<file path="src/ident_loader_pkg.sv">
// Package of constants, types and helpers for the subsystem identity loader.
//
// Notes on behaviour
// - Subsystem identity comes from an external serial EEPROM as 96 bits that fill six 16-bit registers.
// - Each of the three functions holds a subsystem vendor register at 2Ch and a subsystem register at 2Eh.
// - Only the EEPROM load path and the default path write the identity registers; configuration writes leave them unchanged.
// - Loading starts as soon as reset is released.
// - With no EEPROM present, one common vendor default and a distinct subsystem default per function are loaded.
// - Only EEPROM bits 000h to 05Fh are used; the rest of the 1024-bit array is never read.
// - Bits arrive in 16-bit groups in order F0 vendor, F0 subsystem, F1, F2, first bit into register bit 15.
// - Function 0 is audio, function 1 the joystick and function 2 the UART.
// - Offsets 00h to 3Fh of each function form the standard header here; higher offsets are not claimed.
// - Claimed configuration accesses are answered with a retry while any identity register is still unloaded.
// - The device masters the two-wire bus, driving a 400 kHz serial clock and sampling serial data.
package ident_loader_pkg;

   // ----------------------------------------------------------------
   // Timing
   // ----------------------------------------------------------------
   localparam int CLK_FREQ_KHZ = 40000;
   localparam int SCL_FREQ_KHZ = 400;
   // A serial bit is four quarters; the rate is a maximum, so the quarter rounds up.
   localparam int QUARTER_INT = (CLK_FREQ_KHZ + 4 * SCL_FREQ_KHZ - 1) / (4 * SCL_FREQ_KHZ);
   localparam logic [4:0] QUARTER_LAST = 5'(QUARTER_INT - 1);

   // ----------------------------------------------------------------
   // Identity layout
   // ----------------------------------------------------------------
   localparam int WORD_BITS = 16;
   localparam int ID_BITS_INT = 96;
   localparam logic [6:0] ID_BITS = 7'h60;
   localparam logic [6:0] ID_LAST_BIT = 7'h5F;
   localparam int EEPROM_BITS = 1024;
   localparam logic [2:0] WORD_COUNT = 3'h6;
   localparam logic [2:0] WORD_LAST = 3'h5;
   localparam logic [1:0] FUNC_AUDIO = 2'h0;
   localparam logic [1:0] FUNC_JOYSTICK = 2'h1;
   localparam logic [1:0] FUNC_UART = 2'h2;
   localparam logic [1:0] FUNC_COUNT = 2'h3;

   // ----------------------------------------------------------------
   // Configuration header offsets
   // ----------------------------------------------------------------
   localparam logic [7:0] CFG_SUBSYS_VENDOR_OFFSET = 8'h2C;
   localparam logic [7:0] CFG_SUBSYS_OFFSET = 8'h2E;
   localparam logic [7:0] CFG_HEADER_LAST = 8'h3F;

   // ----------------------------------------------------------------
   // Serial EEPROM commands
   // ----------------------------------------------------------------
   localparam logic [7:0] EE_CTRL_WRITE = 8'hA0;
   localparam logic [7:0] EE_CTRL_READ = 8'hA1;
   localparam logic [7:0] EE_START_ADDR = 8'h00;
   localparam logic [3:0] ACK_SLOT = 4'h8;

   // ----------------------------------------------------------------
   // Defaults when no EEPROM answers; the values are arbitrary.
   // ----------------------------------------------------------------
   localparam logic [15:0] DEFAULT_VENDOR = 16'hA5A5;
   localparam logic [15:0] DEFAULT_SUBSYS_AUDIO = 16'h0101;
   localparam logic [15:0] DEFAULT_SUBSYS_JOYSTICK = 16'h0102;
   localparam logic [15:0] DEFAULT_SUBSYS_UART = 16'h0103;

   // ----------------------------------------------------------------
   // Types and helpers
   // ----------------------------------------------------------------
   typedef enum logic [8:0]
   {
      ST_START1 = 9'h001,
      ST_CTRLW = 9'h002,
      ST_ADDR = 9'h004,
      ST_START2 = 9'h008,
      ST_CTRLR = 9'h010,
      ST_READ = 9'h020,
      ST_STOP = 9'h040,
      ST_DEFAULT = 9'h080,
      ST_DONE = 9'h100
   } load_state_t;

   // Word index of a function's vendor (sel 0) or subsystem (sel 1) register.
   function automatic logic [2:0] identIndex(input logic [1:0] func, input logic sel);
      identIndex = {func, sel};
   endfunction : identIndex

endpackage : ident_loader_pkg

</file>
<file path="src/ident_store_if.sv">
// Interface between the loader and the identity word store.
`timescale 1ns/1ps
interface ident_store_if;
   logic wrEn;
   logic [2:0] wrIndex;
   logic [15:0] wrData;
   logic [1:0] rdFunc;
   logic [31:0] rdData;

   modport loader (output wrEn, output wrIndex, output wrData, output rdFunc, input rdData);
   modport store (input wrEn, input wrIndex, input wrData, input rdFunc, output rdData);
endinterface : ident_store_if

</file>
<file path="src/subsystem_ident_eeprom_loader.sv">
// Loader of subsystem identity from a serial EEPROM, with the configuration read path for it.
`timescale 1ns/1ps
module subsystem_ident_eeprom_loader
(
   input wire logic clk,
   input wire logic rst_b,
   input wire logic cfgReq,
   input wire logic cfgWrite,
   input wire logic [1:0] cfgFunc,
   input wire logic [7:0] cfgOffset,
   output logic cfgDone,
   output logic cfgRetry,
   output logic cfgClaim,
   output logic [31:0] cfgReadData,
   output logic loadDone,
   output logic eepromAbsent,
   output logic configEepromClock,
   input wire logic configEepromSerialIn,
   output logic configEepromDataOut,
   output logic configEepromDataOe
);
   import ident_loader_pkg::*;

   // ----------------------------------------------------------------
   // Reset and input synchronisers
   // ----------------------------------------------------------------
   logic rstMeta_ff;
   logic rstN;
   logic sdaMeta_ff;
   logic sdaSync_ff;

   // Release of the reset is synchronised; assertion stays asynchronous.
   always_ff @(posedge clk or negedge rst_b)
   begin
      if (!rst_b)
      begin
         rstMeta_ff <= 1'b0;
         rstN <= 1'b0;
      end
      else
      begin
         rstMeta_ff <= 1'b1;
         rstN <= rstMeta_ff;
      end
   end

   // Serial data comes from outside the clock domain.
   always_ff @(posedge clk or negedge rstN)
   begin
      if (!rstN)
      begin
         sdaMeta_ff <= 1'b1;
         sdaSync_ff <= 1'b1;
      end
      else
      begin
         sdaMeta_ff <= configEepromSerialIn;
         sdaSync_ff <= sdaMeta_ff;
      end
   end

   // ----------------------------------------------------------------
   // Serial bit timing
   // ----------------------------------------------------------------
   load_state_t state_ff;
   logic [4:0] quarterCnt_ff;
   logic [1:0] phase_ff;
   logic serialActive;
   logic tick;
   logic sampleTick;
   logic slotEnd;

   assign serialActive = (state_ff != ST_DEFAULT) && (state_ff != ST_DONE);
   assign tick = serialActive && (quarterCnt_ff == QUARTER_LAST);
   assign sampleTick = tick && (phase_ff == 2'h2);
   assign slotEnd = tick && (phase_ff == 2'h3);

   // Each slot is four quarters: data set, clock rise, clock high with sample, clock fall.
   always_ff @(posedge clk or negedge rstN)
   begin
      if (!rstN)
      begin
         quarterCnt_ff <= 5'h00;
         phase_ff <= 2'h0;
      end
      else if (tick)
      begin
         quarterCnt_ff <= 5'h00;
         phase_ff <= phase_ff + 2'h1;
      end
      else if (serialActive)
      begin
         quarterCnt_ff <= quarterCnt_ff + 5'h01;
      end
   end

   // ----------------------------------------------------------------
   // Load sequencer
   // ----------------------------------------------------------------
   logic [3:0] bitCnt_ff;
   logic [7:0] txByte_ff;
   logic ackOk_ff;
   logic absent_ff;
   logic [6:0] dataBitCnt_ff;
   logic [15:0] shift_ff;
   logic [2:0] defIdx_ff;
   logic inByte;

   assign inByte = (state_ff == ST_CTRLW) || (state_ff == ST_ADDR) || (state_ff == ST_CTRLR);

   // Random read of location 0 followed by a sequential read of twelve bytes.
   always_ff @(posedge clk or negedge rstN)
   begin
      if (!rstN)
      begin
         state_ff <= ST_START1;
         bitCnt_ff <= 4'h0;
         txByte_ff <= EE_CTRL_WRITE;
         absent_ff <= 1'b0;
         defIdx_ff <= 3'h0;
      end
      else
      begin
         case (state_ff)
            ST_START1, ST_START2:
            begin
               if (slotEnd)
               begin
                  state_ff <= (state_ff == ST_START1) ? ST_CTRLW : ST_CTRLR;
                  txByte_ff <= (state_ff == ST_START1) ? EE_CTRL_WRITE : EE_CTRL_READ;
                  bitCnt_ff <= 4'h0;
               end
            end
            ST_CTRLW, ST_ADDR, ST_CTRLR:
            begin
               if (slotEnd && bitCnt_ff != ACK_SLOT)
               begin
                  txByte_ff <= {txByte_ff[6:0], 1'b0};
                  bitCnt_ff <= bitCnt_ff + 4'h1;
               end
               else if (slotEnd && !ackOk_ff)
               begin
                  absent_ff <= 1'b1;
                  state_ff <= ST_STOP;
               end
               else if (slotEnd)
               begin
                  bitCnt_ff <= 4'h0;
                  txByte_ff <= EE_START_ADDR;
                  case (state_ff)
                     ST_CTRLW: state_ff <= ST_ADDR;
                     ST_ADDR: state_ff <= ST_START2;
                     default: state_ff <= ST_READ;
                  endcase
               end
            end
            ST_READ:
            begin
               if (slotEnd && bitCnt_ff != ACK_SLOT)
               begin
                  bitCnt_ff <= bitCnt_ff + 4'h1;
               end
               else if (slotEnd)
               begin
                  bitCnt_ff <= 4'h0;
                  // Stop after bit 05Fh; the rest of the array is never clocked out.
                  if (dataBitCnt_ff == ID_BITS)
                  begin
                     state_ff <= ST_STOP;
                  end
               end
            end
            ST_STOP:
            begin
               if (slotEnd)
               begin
                  state_ff <= absent_ff ? ST_DEFAULT : ST_DONE;
               end
            end
            ST_DEFAULT:
            begin
               defIdx_ff <= defIdx_ff + 3'h1;
               if (defIdx_ff == WORD_LAST)
               begin
                  state_ff <= ST_DONE;
               end
            end
            default:
            begin
               state_ff <= ST_DONE;
            end
         endcase
      end
   end

   // Sample acknowledges and data at the end of the clock-high quarter.
   always_ff @(posedge clk or negedge rstN)
   begin
      if (!rstN)
      begin
         ackOk_ff <= 1'b0;
         dataBitCnt_ff <= 7'h00;
         shift_ff <= 16'h0000;
      end
      else if (sampleTick && inByte && bitCnt_ff == ACK_SLOT)
      begin
         ackOk_ff <= !sdaSync_ff;
      end
      else if (sampleTick && state_ff == ST_READ && bitCnt_ff != ACK_SLOT)
      begin
         shift_ff <= {shift_ff[14:0], sdaSync_ff};
         dataBitCnt_ff <= dataBitCnt_ff + 7'h01;
      end
   end

   // ----------------------------------------------------------------
   // Line drive
   // ----------------------------------------------------------------
   logic nxt_scl;
   logic nxt_sdaLow;
   logic sclOut_ff;
   logic sdaLow_ff;

   // Data only changes while the clock is low, except the start and stop edges.
   always_comb
   begin
      nxt_scl = 1'b1;
      nxt_sdaLow = 1'b0;
      case (state_ff)
         ST_START1, ST_START2:
         begin
            nxt_scl = (phase_ff == 2'h1) || (phase_ff == 2'h2);
            nxt_sdaLow = phase_ff[1];
         end
         ST_CTRLW, ST_ADDR, ST_CTRLR:
         begin
            nxt_scl = (phase_ff == 2'h1) || (phase_ff == 2'h2);
            nxt_sdaLow = (bitCnt_ff != ACK_SLOT) && !txByte_ff[7];
         end
         ST_READ:
         begin
            nxt_scl = (phase_ff == 2'h1) || (phase_ff == 2'h2);
            nxt_sdaLow = (bitCnt_ff == ACK_SLOT) && (dataBitCnt_ff != ID_BITS);
         end
         ST_STOP:
         begin
            nxt_scl = (phase_ff != 2'h0);
            nxt_sdaLow = !phase_ff[1];
         end
         default:
         begin
            nxt_scl = 1'b1;
            nxt_sdaLow = 1'b0;
         end
      endcase
   end

   // Open-drain data: only ever pulled low, released for a one.
   always_ff @(posedge clk or negedge rstN)
   begin
      if (!rstN)
      begin
         sclOut_ff <= 1'b1;
         sdaLow_ff <= 1'b0;
      end
      else
      begin
         sclOut_ff <= nxt_scl;
         sdaLow_ff <= nxt_sdaLow;
      end
   end

   assign configEepromClock = sclOut_ff;
   assign configEepromDataOut = 1'b0;
   assign configEepromDataOe = sdaLow_ff;

   // ----------------------------------------------------------------
   // Identity store writes
   // ----------------------------------------------------------------
   ident_store_if storeBus ();
   logic [15:0] defaultWord;

   // Common vendor default, one subsystem default per function.
   always_comb
   begin
      case (defIdx_ff)
         identIndex(FUNC_AUDIO, 1'b1): defaultWord = DEFAULT_SUBSYS_AUDIO;
         identIndex(FUNC_JOYSTICK, 1'b1): defaultWord = DEFAULT_SUBSYS_JOYSTICK;
         identIndex(FUNC_UART, 1'b1): defaultWord = DEFAULT_SUBSYS_UART;
         default: defaultWord = DEFAULT_VENDOR;
      endcase
   end

   // A word is complete on its sixteenth bit; the first bit has shifted up to bit 15.
   always_comb
   begin
      if (state_ff == ST_DEFAULT)
      begin
         storeBus.wrEn = 1'b1;
         storeBus.wrIndex = defIdx_ff;
         storeBus.wrData = defaultWord;
      end
      else
      begin
         storeBus.wrEn = sampleTick && state_ff == ST_READ && bitCnt_ff != ACK_SLOT
            && dataBitCnt_ff[3:0] == 4'hF;
         storeBus.wrIndex = dataBitCnt_ff[6:4];
         storeBus.wrData = {shift_ff[14:0], sdaSync_ff};
      end
   end

   assign storeBus.rdFunc = cfgFunc;

   ident_store store
   (
      .clk (clk),
      .rstN (rstN),
      .bus (storeBus)
   );

   // ----------------------------------------------------------------
   // Configuration read path
   // ----------------------------------------------------------------
   logic loaded_ff;
   logic p1Valid_ff;
   logic p1Write_ff;
   logic p1Claim_ff;
   logic p1Ident_ff;
   logic cfgDone_ff;
   logic cfgRetry_ff;
   logic cfgClaim_ff;
   logic [31:0] cfgReadData_ff;

   // Loaded stays set until reset; the last default or EEPROM word lands first.
   always_ff @(posedge clk or negedge rstN)
   begin
      if (!rstN)
      begin
         loaded_ff <= 1'b0;
      end
      else if (state_ff == ST_DONE)
      begin
         loaded_ff <= 1'b1;
      end
   end

   // Stage one decodes while the store fetches the function's dword.
   always_ff @(posedge clk or negedge rstN)
   begin
      if (!rstN)
      begin
         p1Valid_ff <= 1'b0;
         p1Write_ff <= 1'b0;
         p1Claim_ff <= 1'b0;
         p1Ident_ff <= 1'b0;
      end
      else
      begin
         p1Valid_ff <= cfgReq;
         p1Write_ff <= cfgWrite;
         p1Claim_ff <= (cfgFunc < FUNC_COUNT) && (cfgOffset <= CFG_HEADER_LAST);
         p1Ident_ff <= (cfgOffset[7:2] == CFG_SUBSYS_VENDOR_OFFSET[7:2]);
      end
   end

   // Stage two answers; writes complete without touching the identity words.
   always_ff @(posedge clk or negedge rstN)
   begin
      if (!rstN)
      begin
         cfgDone_ff <= 1'b0;
         cfgRetry_ff <= 1'b0;
         cfgClaim_ff <= 1'b0;
         cfgReadData_ff <= 32'h0000_0000;
      end
      else
      begin
         cfgDone_ff <= p1Valid_ff;
         cfgClaim_ff <= p1Valid_ff && p1Claim_ff;
         cfgRetry_ff <= p1Valid_ff && p1Claim_ff && !loaded_ff;
         if (p1Valid_ff && p1Claim_ff && loaded_ff && !p1Write_ff && p1Ident_ff)
         begin
            cfgReadData_ff <= storeBus.rdData;
         end
         else
         begin
            cfgReadData_ff <= 32'h0000_0000;
         end
      end
   end

   assign cfgDone = cfgDone_ff;
   assign cfgRetry = cfgRetry_ff;
   assign cfgClaim = cfgClaim_ff;
   assign cfgReadData = cfgReadData_ff;
   assign loadDone = loaded_ff;
   assign eepromAbsent = absent_ff;

endmodule : subsystem_ident_eeprom_loader

</file>
<file path="src/ident_store.sv">
// Six-word store of the subsystem identity registers with a registered read port.
`timescale 1ns/1ps
module ident_store
(
   input wire logic clk,
   input wire logic rstN,
   ident_store_if.store bus
);
   import ident_loader_pkg::*;

   logic [15:0] words [6];
   logic [31:0] rdData_ff;

   // Only the load path has a write port, so configuration cycles cannot alter the words.
   always_ff @(posedge clk)
   begin
      if (bus.wrEn && bus.wrIndex <= WORD_LAST)
      begin
         words[bus.wrIndex] <= bus.wrData;
      end
   end

   // Read a whole dword: subsystem in the upper half, vendor in the lower half.
   always_ff @(posedge clk or negedge rstN)
   begin
      if (!rstN)
      begin
         rdData_ff <= 32'h0000_0000;
      end
      else if (bus.rdFunc < FUNC_COUNT)
      begin
         rdData_ff <= {words[identIndex(bus.rdFunc, 1'b1)], words[identIndex(bus.rdFunc, 1'b0)]};
      end
      else
      begin
         rdData_ff <= 32'h0000_0000;
      end
   end

   assign bus.rdData = rdData_ff;

endmodule : ident_store

</file>
<file path="config.mk">
export PLATFORM = sky130hd
export DESIGN_NAME = subsystem_ident_eeprom_loader
export DESIGN_NICKNAME = d
export VERILOG_FILES = /design/src/ident_loader_pkg.sv /design/src/ident_store_if.sv /design/src/subsystem_ident_eeprom_loader.sv /design/src/ident_store.sv
export SDC_FILE = /design/constraint.sdc
export NUM_CORES = 1
export LEC_CHECK = 0
export BUFFER_PORTS_ARGS = -buffer_cell sky130_fd_sc_hd__buf_2
export CAP_MARGIN = 30
export CORE_MARGIN = 5
export CORE_UTILIZATION = 45
export CTS_BUF_LIST = sky130_fd_sc_hd__clkbuf_8
export DETAILED_ROUTE_END_ITERATION = 8
export SYNTH_ARGS = -nofsm -noshare
export SYNTH_HDL_FRONTEND = slang
export SYNTH_SLANG_ARGS = --single-unit
</file>
<file path="constraint.sdc">
create_clock -name clk -period 5.6 [get_ports clk]
set_input_delay 0.28 -clock clk [delete_from_list [all_inputs] [get_ports clk]]
set_output_delay 0.28 -clock clk [all_outputs]
set_load 0.02 [all_outputs]
</file>
Word-level counts from Yosys, hierarchy flattened
Memory sizes are Yosys's and may differ from the RTL's.
Index checks and enable logic that the tools add are counted.

word-level totals
  register bits = 133
  output and inout port bits = 40
  RAM bits = 96
  latch bits = 0
  bits in read-only memories = 0
  memories = 1

memory list
  memory       words  width  read ports  clocked after Yosys merged registers in  write ports  line               text
  store.words  6      16     2           0                                        1            ident_store.sv:11  logic [15:0] words [6];

operators by class
  equal/unequal tests = 34
  divide/modulo/power cells = 0
  bitwise logic cells = 2
  shift-type cells = 0
  reduce and logical (&&, ||, !) cells = 41
  muxes and demuxes = 36
  $lt $le $gt $ge = 3
  add/sub/neg operators = 5
  multiply operators = 0

operators with widths
  operator              count
  $mux W9               10
  $mux W32              2
  $pmux W16 S3          1
  $pmux W9 S5           1
  $mux W8               4
  $logic_and A1 B1 Y1   20
  $mux W16              1
  $mux W4               4
  $pmux W8 S2           1
  $mux W5               3
  $ne A2 B2 Y1 const B  7
  $pmux W4 S3           1
  $pmux W6 S2           1
  $eq A9 B1 Y1 const B  1
  $eq A9 B2 Y1 const B  1
  $eq A9 B3 Y1 const B  1
  $eq A9 B4 Y1 const B  1
  $eq A9 B5 Y1 const B  1
  $eq A9 B6 Y1 const B  1
  $eq A9 B7 Y1 const B  1
  $eq A9 B8 Y1 const B  1
  $eq A9 B9 Y1 const B  1
  $ne A3 B3 Y1 const B  3
  $ne A9 B8 Y1 const B  1
  other kinds (36)      52

Logic depth before layout (Yosys ltp)
Gate-level depths: netlist of the first run.

  depth in word-level cells = 11
  gate-level depth with buffers = 9

By module
A second synthesis of the first run with hierarchy kept.

unflattened totals
  cell total of the unflattened synthesis = 600
  area total of the unflattened synthesis = 8,999.9 µm²

modules (own cells, without submodules)
  module                         times used  cells an instance  area each (µm²)
  ident_store                    1           214                4,521.8
  subsystem_ident_eeprom_loader  1           386                4,478.0

Worst setup path before layout of the first run
Ideal clock, no wire load.

  path type = register to register
  from = reg quarterCnt_ff[0]
  to = mem store.words[4][0] (enable)
  setup slack = 2.354 ns
  stages on the path, launching flop included = 9
  arrival time = 2.832 ns
  buffers on the path = 1
  clock period less this slack = 3.246 ns
  required time = 5.186 ns
  library setup time = 0.414 ns
  cell sequence = dfrtp_1 inv_1 ha_1 and4b_1 o41a_1 buf_6 and4_4 nand3_1 o31ai_1

between the ends
  word-level cells in the longest chain between the ends = 10

RTL lines
  what                              line                                  text
  from (decl)                       subsystem_ident_eeprom_loader.sv:66   logic [4:0] quarterCnt_ff;
  from (signal assigned)            subsystem_ident_eeprom_loader.sv:93   quarterCnt_ff <= quarterCnt_ff + 5'h01;
  $eq A5 B5 Y1                      subsystem_ident_eeprom_loader.sv:74   assign tick = serialActive && (quarterCnt_ff == QUARTER_LAST);
  $logic_and A1 B1 Y1               subsystem_ident_eeprom_loader.sv:74
  $logic_and A1 B1 Y1               subsystem_ident_eeprom_loader.sv:75   assign sampleTick = tick && (phase_ff == 2'h2);
  $logic_and A1 B1 Y1 (2 in a row)  subsystem_ident_eeprom_loader.sv:305  storeBus.wrEn = sampleTick && state_ff == ST_READ && bitCnt_ff != ACK_SLOT
  $logic_and A1 B1 Y1               subsystem_ident_eeprom_loader.sv:306  && dataBitCnt_ff[3:0] == 4'hF;
  $mux W1                           subsystem_ident_eeprom_loader.sv:297  if (state_ff == ST_DEFAULT)
  $logic_and A1 B1 Y1               ident_store.sv:17                     if (bus.wrEn && bus.wrIndex <= WORD_LAST)
  $mux W1                           ident_store.sv:17
  $mux W1 (implied by the code)     ident_store.sv:19                     words[bus.wrIndex] <= bus.wrData;
  to (decl)                         ident_store.sv:11

Every way passes these cells.

Worst setup path after layout of the first run
  from = reg quarterCnt_ff[0]
  to = mem store.words[2][6] (enable)

Same word-level chain as after synthesis.

==> results of run 1 <==
==> layout make-up <==
class | count | area (um2) | area share [%]
sequential | 229 | 6220 | 59.7
tap | 265 | 332 | 3.18
multi-input combinational | 390 | 2540 | 24.4
timing repair buffer | 68 | 452 | 4.34
clock inverter | 26 | 191 | 1.84
inverter | 20 | 75.1 | 0.721
clock buffer | 44 | 606 | 5.81
==> through the flow <==
stage / total power [W] / area, um2 / setup slack, ps / util (%) / hold WS (ps)
final: 0.00332 / 10400 / 2080 / 53.3 / 80.4
after global routing: 0.00346 / 10400 / 1910 / 53.3 / 63.5
after CTS: 0.00337 / 10400 / 2060 / 53.3 / 36.3
after detailed placement: 0.00186 / 9540 / 2070 / 48.8 / 67.2
after global placement: 0.00186 / 9460 / 1930 / 48.4 / 64.8
after floorplan: 0.00184 / 8950 / 1630 / - / -15.6
==> timing repair <==
item                                   in CTS  in global routing
gates resized for setup                     0                  0
hold buffers                                7                  0
endpoints found under the hold margin       7                  0
==> power by group <==
part | switching [W] | total (W) | internal, W
logic | 0.0000419 | 0.0000636 | 0.0000217
clock network | 0.000628 | 0.00149 | 0.000860
registers | 0.00000860 | 0.00177 | 0.00176
==> kinds of logic after synthesis <==
family	synth area share, %
other cells	0.0839
flops	69.5
mux	4.07
xor+xnor	1.27
fa+ha+maj	1.54
compound gates	7.35
buf+inv	2.66
simple gates	13.5
==> registers in the layout, indices dropped and copies added (netlist names), 3 cells and up <==
| register | count |
|---|---|
| defIdx_ff | 3 |
| bitCnt_ff | 4 |
| shift_ff | 15 |
| cfgReadData | 32 |
| state_ff | 9 |
| dataBitCnt_ff | 7 |
| store.words | 96 |
| store.bus.rdData | 32 |
| txByte_ff | 8 |
| quarterCnt_ff | 5 |
==> worst max-delay path: stages, from the launching register on <==
cell	delay (ps)
dfrtp_1	410
inv_1	110
ha_1	180
and4b_1	290
o41a_1	560
nand4_4	360
or4_4	620
o21ai_2	470
buf_8	230
==> synth_stat cells, types with 5 or more instances <==
master and number:
nor2_1 14, mux2i_1 33, a22o_1 7, nand2_1 100, inv_1 20, o21ai_0 43, edfxtp_1 96, nor3_1 11
xor2_1 6, or3_1 5, and2_1 40, buf_2 7, dfrtp_1 127, nand3_1 13, a21o_1 6, nand4_1 8
a21oi_1 6, ha_1 11, dfstp_2 6, a31oi_1 6, clkbuf_1 18, xnor2_1 7
==> worst max-delay path by stage <==
stage | from | end | slack, ps | cells after the start
after detailed placement | quarterCnt_ff[0] | store.words[5][0] | 2070 | 7
after global routing | quarterCnt_ff[0] | store.words[2][9] | 1910 | 8
after global placement | quarterCnt_ff[0] | store.words[2][0] | 1930 | 7
after CTS | quarterCnt_ff[0] | store.words[5][13] | 2060 | 7
final | quarterCnt_ff[0] | store.words[2][6] | 2080 | 8
after floorplan | rstN | ackOk_ff | 1630 | 0
==> routing by layer <==
metal	share of wire (%)	GRT usage, %	vias to the layer above
met1	44	19.9	2647
met2	50	26.1	137
met5	0	0	-
met3	5.1	3.53	26
met4	1.8	5.80	0
li1	-	-	2553
==> results.yml, run 1 <==
grt:
  grt_pass1_vias: 5611
  grt_pass1_wl_mm: 28.1
  grt_overflow: 0
  grtUsageTotal_pct: 15.6
  grt_antenna_before_repair: 0
  grt_max_degree: 55
synthesis:
  yosysSeqAreaShare_pct: 69.5
  yosysWarnings: 0
  syn_inst: 671
  synth_area_um2: 8950
  synth.distinct_cells: 67
  ys.flop_type: "dfrtp_1"
  synth_edf_count: 96
  synth_top_area_cell: "dfrtp_1"
  synth-seq-cells: 229
  syn_avg_cell_area_um2: 13.3
  synth_area_leaders: "dfrtp_1 (36%), edfxtp_1 (32%), nand2_1 (4.2%), mux2i_1 (3.7%), and2_1 (2.8%)"
  syn_nets: 697
  synth_top_area_share_pct: 35.5
  async_flop_share_pct: 58.1
clocking:
  cts_tree: "built"
  cts_setup_buffers: 0
  cts_max_path_buffers: 3
  clkLatencyLatePin_ps: 520
  cts_max_level: 2
  clk_pin_slew_ps: 60
  cts_root_buffer: "clkbuf_8"
  numCtsBuffers: 39
  cts.sinks: 229
drt:
  viasPerCell: 5.15
  via_count: 5363
  wl_per_cell_um: 16.3
  drt_iter0_drc: 273
  drc: 0
  wirelength_mm: 17.0
  dr.pass1.iters: 4
  drtAntennaViolNets: 0
place:
  port_buffers: 51
  placed_cells: 964
  dp_hpwl_mm: 10.7
  gp_congestion: 0.875
timing:
  slew_violations: 0
  fin_crit_sh_pct: 62.9
  rsz0062_at_grt: "false"
  slew_headroom_pct: 40.4
  max_freq_mhz: 284
  skew_ps: 18.4
  worst_pin_slew_ps: 892
  finalHoldViolCount: 0
  setup-violations-final: 0
  fin_tns_setup_ps: 0
  min_period_ps: 3520
critical_path:
  r2r-end: "store.words[2][6]"
  arrival_ps: 3740
  worst-r2r-setup-slack_ps: 2080
  cp-start-kind: "flop"
  path_max_fanout: 19
  crit_type: "flop to flop"
  r2r_cells: 8
  crit_required_ps: 5820
  crit_path_end_kind: "flop"
  r2r_start: "quarterCnt_ff[0]"
run_status:
  status: "completed"
power:
  p_per_area_nw_per_um2: 319
  vdd_drop_max_v: 0.000168
  power.static_leakage_nw: 4.40
finish:
  synthToLayoutAreaGrowth_pct: 16.4
  nets: 774
  n_fill_cell: 1669
  layout_commonest_cell: "dfrtp_1"
  final_cell_mix: "dfrtp_1 (126), nand2_1 (100), edfxtp_1 (96)"
  n_antenna_cell: 0
  layout-drive-gt1-share_pct: 18.1
  final_cells: 1042
die:
  die_y_um: 151
  fp.dieW_um: 151
  row_count: 51
  die_area_um2: 22800
  start_util_pct: 45.8
  coreArea_um2: 19500
  io_pins: 55
hold_path:
  min_path_type: "input pin to async pin"
run:
  cap_viol_max_count: 0
Power figures use the tool's default switching activity.
==> run 2: changes to the inputs <==
==> constraint.sdc (replaced) <==
create_clock -name clk -period 3.5 [get_ports clk]
set_input_delay 0.175 -clock clk [delete_from_list [all_inputs] [get_ports clk]]
set_output_delay 0.175 -clock clk [all_outputs]
set_load 0.02 [all_outputs]
==> run 2 against run 1 <==
Effect of this change: die area did not move; sequential share of layout area increased by 0.57 points; sequential cell count unchanged; register-to-register slack worse by 1600 ps; non-clock buffer count rose by 6; critical path depth unchanged; critical endpoint is now store.words[4][2].
==> results.yml, run 2 (synthesized netlist as in run 1, its figures left out) <==
run_status:
  status: "completed"
drt:
  dr.pass1.iters: 5
  wl_met2_mm: 8.31
  dr.max_layer_used: "met4"
  drc: 0
  viasPerCell: 5.13
  wl_met3_um: 845
  wirelength_mm: 16.8
  via_count: 5382
  drt_iter0_drc: 313
  drtAntennaViolNets: 0
  wl_per_cell_um: 16.0
  wl_met1_mm: 7.26
power:
  switching_share_pct: 21.6
  p_switching_w: 0.00110
  p_per_area_nw_per_um2: 490
  pwr-share-seq_pct: 56.0
  p_comb_share_pct: 1.9
  power_frac_clock_pct: 42.2
  vdd_drop_max_v: 0.000228
  power.static_leakage_nw: 4.38
  intPower_w: 0.00397
critical_path:
  crit_required_ps: 3710
  arrival_ps: 3280
  path_max_fanout: 21
  crit_type: "flop to flop"
  crit_path_end_kind: "flop"
  worst-r2r-setup-slack_ps: 430
  cp-start-kind: "flop"
finish:
  layout-drive-gt1-share_pct: 17.8
  n_fill_cell: 1679
  final_cell_mix: "dfrtp_1 (126), nand2_1 (100), edfxtp_1 (96)"
  largest_reg_flops: 96
  nets: 780
  regMostFlops: "store.words"
  final_cells: 1050
  layout_commonest_cell: "dfrtp_1"
  n_antenna_cell: 0
  synthToLayoutAreaGrowth_pct: 15.3
timing:
  max_freq_mhz: 326
  skew_ps: 29.0
  slew_headroom_pct: 40.9
  fin_tns_setup_ps: 0
  slew_violations: 0
  finalHoldViolCount: 0
  setup-violations-final: 0
  fin_crit_sh_pct: 87.6
  rsz0062_at_grt: "false"
  min_period_ps: 3070
  worst_pin_slew_ps: 877
grt:
  grt_overflow: 0
  grt_antenna_before_repair: 0
  grtUsageTotal_pct: 15.3
  grt_pass1_wl_mm: 27.6
  grt_max_degree: 76
  grt_pass1_vias: 5471
place:
  placed_cells: 969
  port_buffers: 51
  dp_hpwl_mm: 10.8
  gp_congestion: 0.898
clocking:
  clk_pin_slew_ps: 50
  cts_setup_buffers: 0
  cts_root_buffer: "clkbuf_8"
  numCtsBuffers: 39
  cts.sinks: 229
  cts_hold_buf: 9
  cts_max_level: 2
  cts_tree: "built"
  clkLatencyLatePin_ps: 540
  cts_max_path_buffers: 3
  postCtsResizedCells: 0
hold_path:
  min_path_type: "input pin to flop"
run:
  cap_viol_max_count: 0
die:
  die_area_um2: 22800
  fp.dieW_um: 151
  coreArea_um2: 19500
  start_util_pct: 45.8
  io_pins: 55
  row_count: 51
  die_y_um: 151
[run 2: layout make-up]
type	count	area (um2)	area share (%)
clock inverter	30	138	1.33
timing repair buffer	74	463	4.49
inverter	20	75.1	0.728
tap	265	332	3.21
clock buffer	42	578	5.60
sequential	229	6220	60.3
multi-input combinational	390	2510	24.3
[run 2: final timing paths]
path	end	cells after the start	startpoint
worst max-delay path	store.words[4][2]	8	quarterCnt_ff[0]
worst min-delay path	store.bus.rdData[1]	4	cfgFunc[1]
worst max register to register	store.words[4][2]	8	quarterCnt_ff[0]
worst min register to register	rstN	0	rstMeta_ff
max in group asynchronous	sdaSync_ff	1	rstN
min in group asynchronous	store.bus.rdData[23]	0	rstN
[run 2: layer usage]
layer  vias to the layer above  track usage, %
met5                         -               0
met2                       126            25.2
met4                         0            6.26
met1                      2657            19.8
li1                       2562               -
met3                        37            3.35
[run 2: worst max-delay path: stages, from the launching register on]
cell     delay, ps
dfrtp_1        410
inv_1          100
ha_1           170
and4b_1        290
o41a_1         550
and4_4         480
nand3_1        190
o31ai_2        240
buf_4          290
[run 2: stage by stage]
step	area, um2	util [%]	worst slack (ps)	total power (W)	hold slack [ps]
after floorplan	8950	-	254	0.00294	-121
after global placement	9510	48.7	534	0.00297	-38.4
after detailed placement	9510	48.7	458	0.00298	-36.7
after CTS	10300	52.8	431	0.00516	44.8
after global routing	10300	52.8	259	0.00528	111
final	10300	52.8	432	0.00506	71.9
[run 2: power by group through the flow]
| stage | Combinational, W | Sequential (W) | Clock, W |
|---|---|---|---|
| finish | 0.0000940 | 0.00283 | 0.00213 |
| global route | 0.000107 | 0.00284 | 0.00234 |
| CTS | 0.0000971 | 0.00283 | 0.00223 |
| detailed placement | 0.0000897 | 0.00289 | 0 |
| global placement | 0.0000881 | 0.00288 | 0 |
| floorplan | 0.0000442 | 0.00289 | 0 |
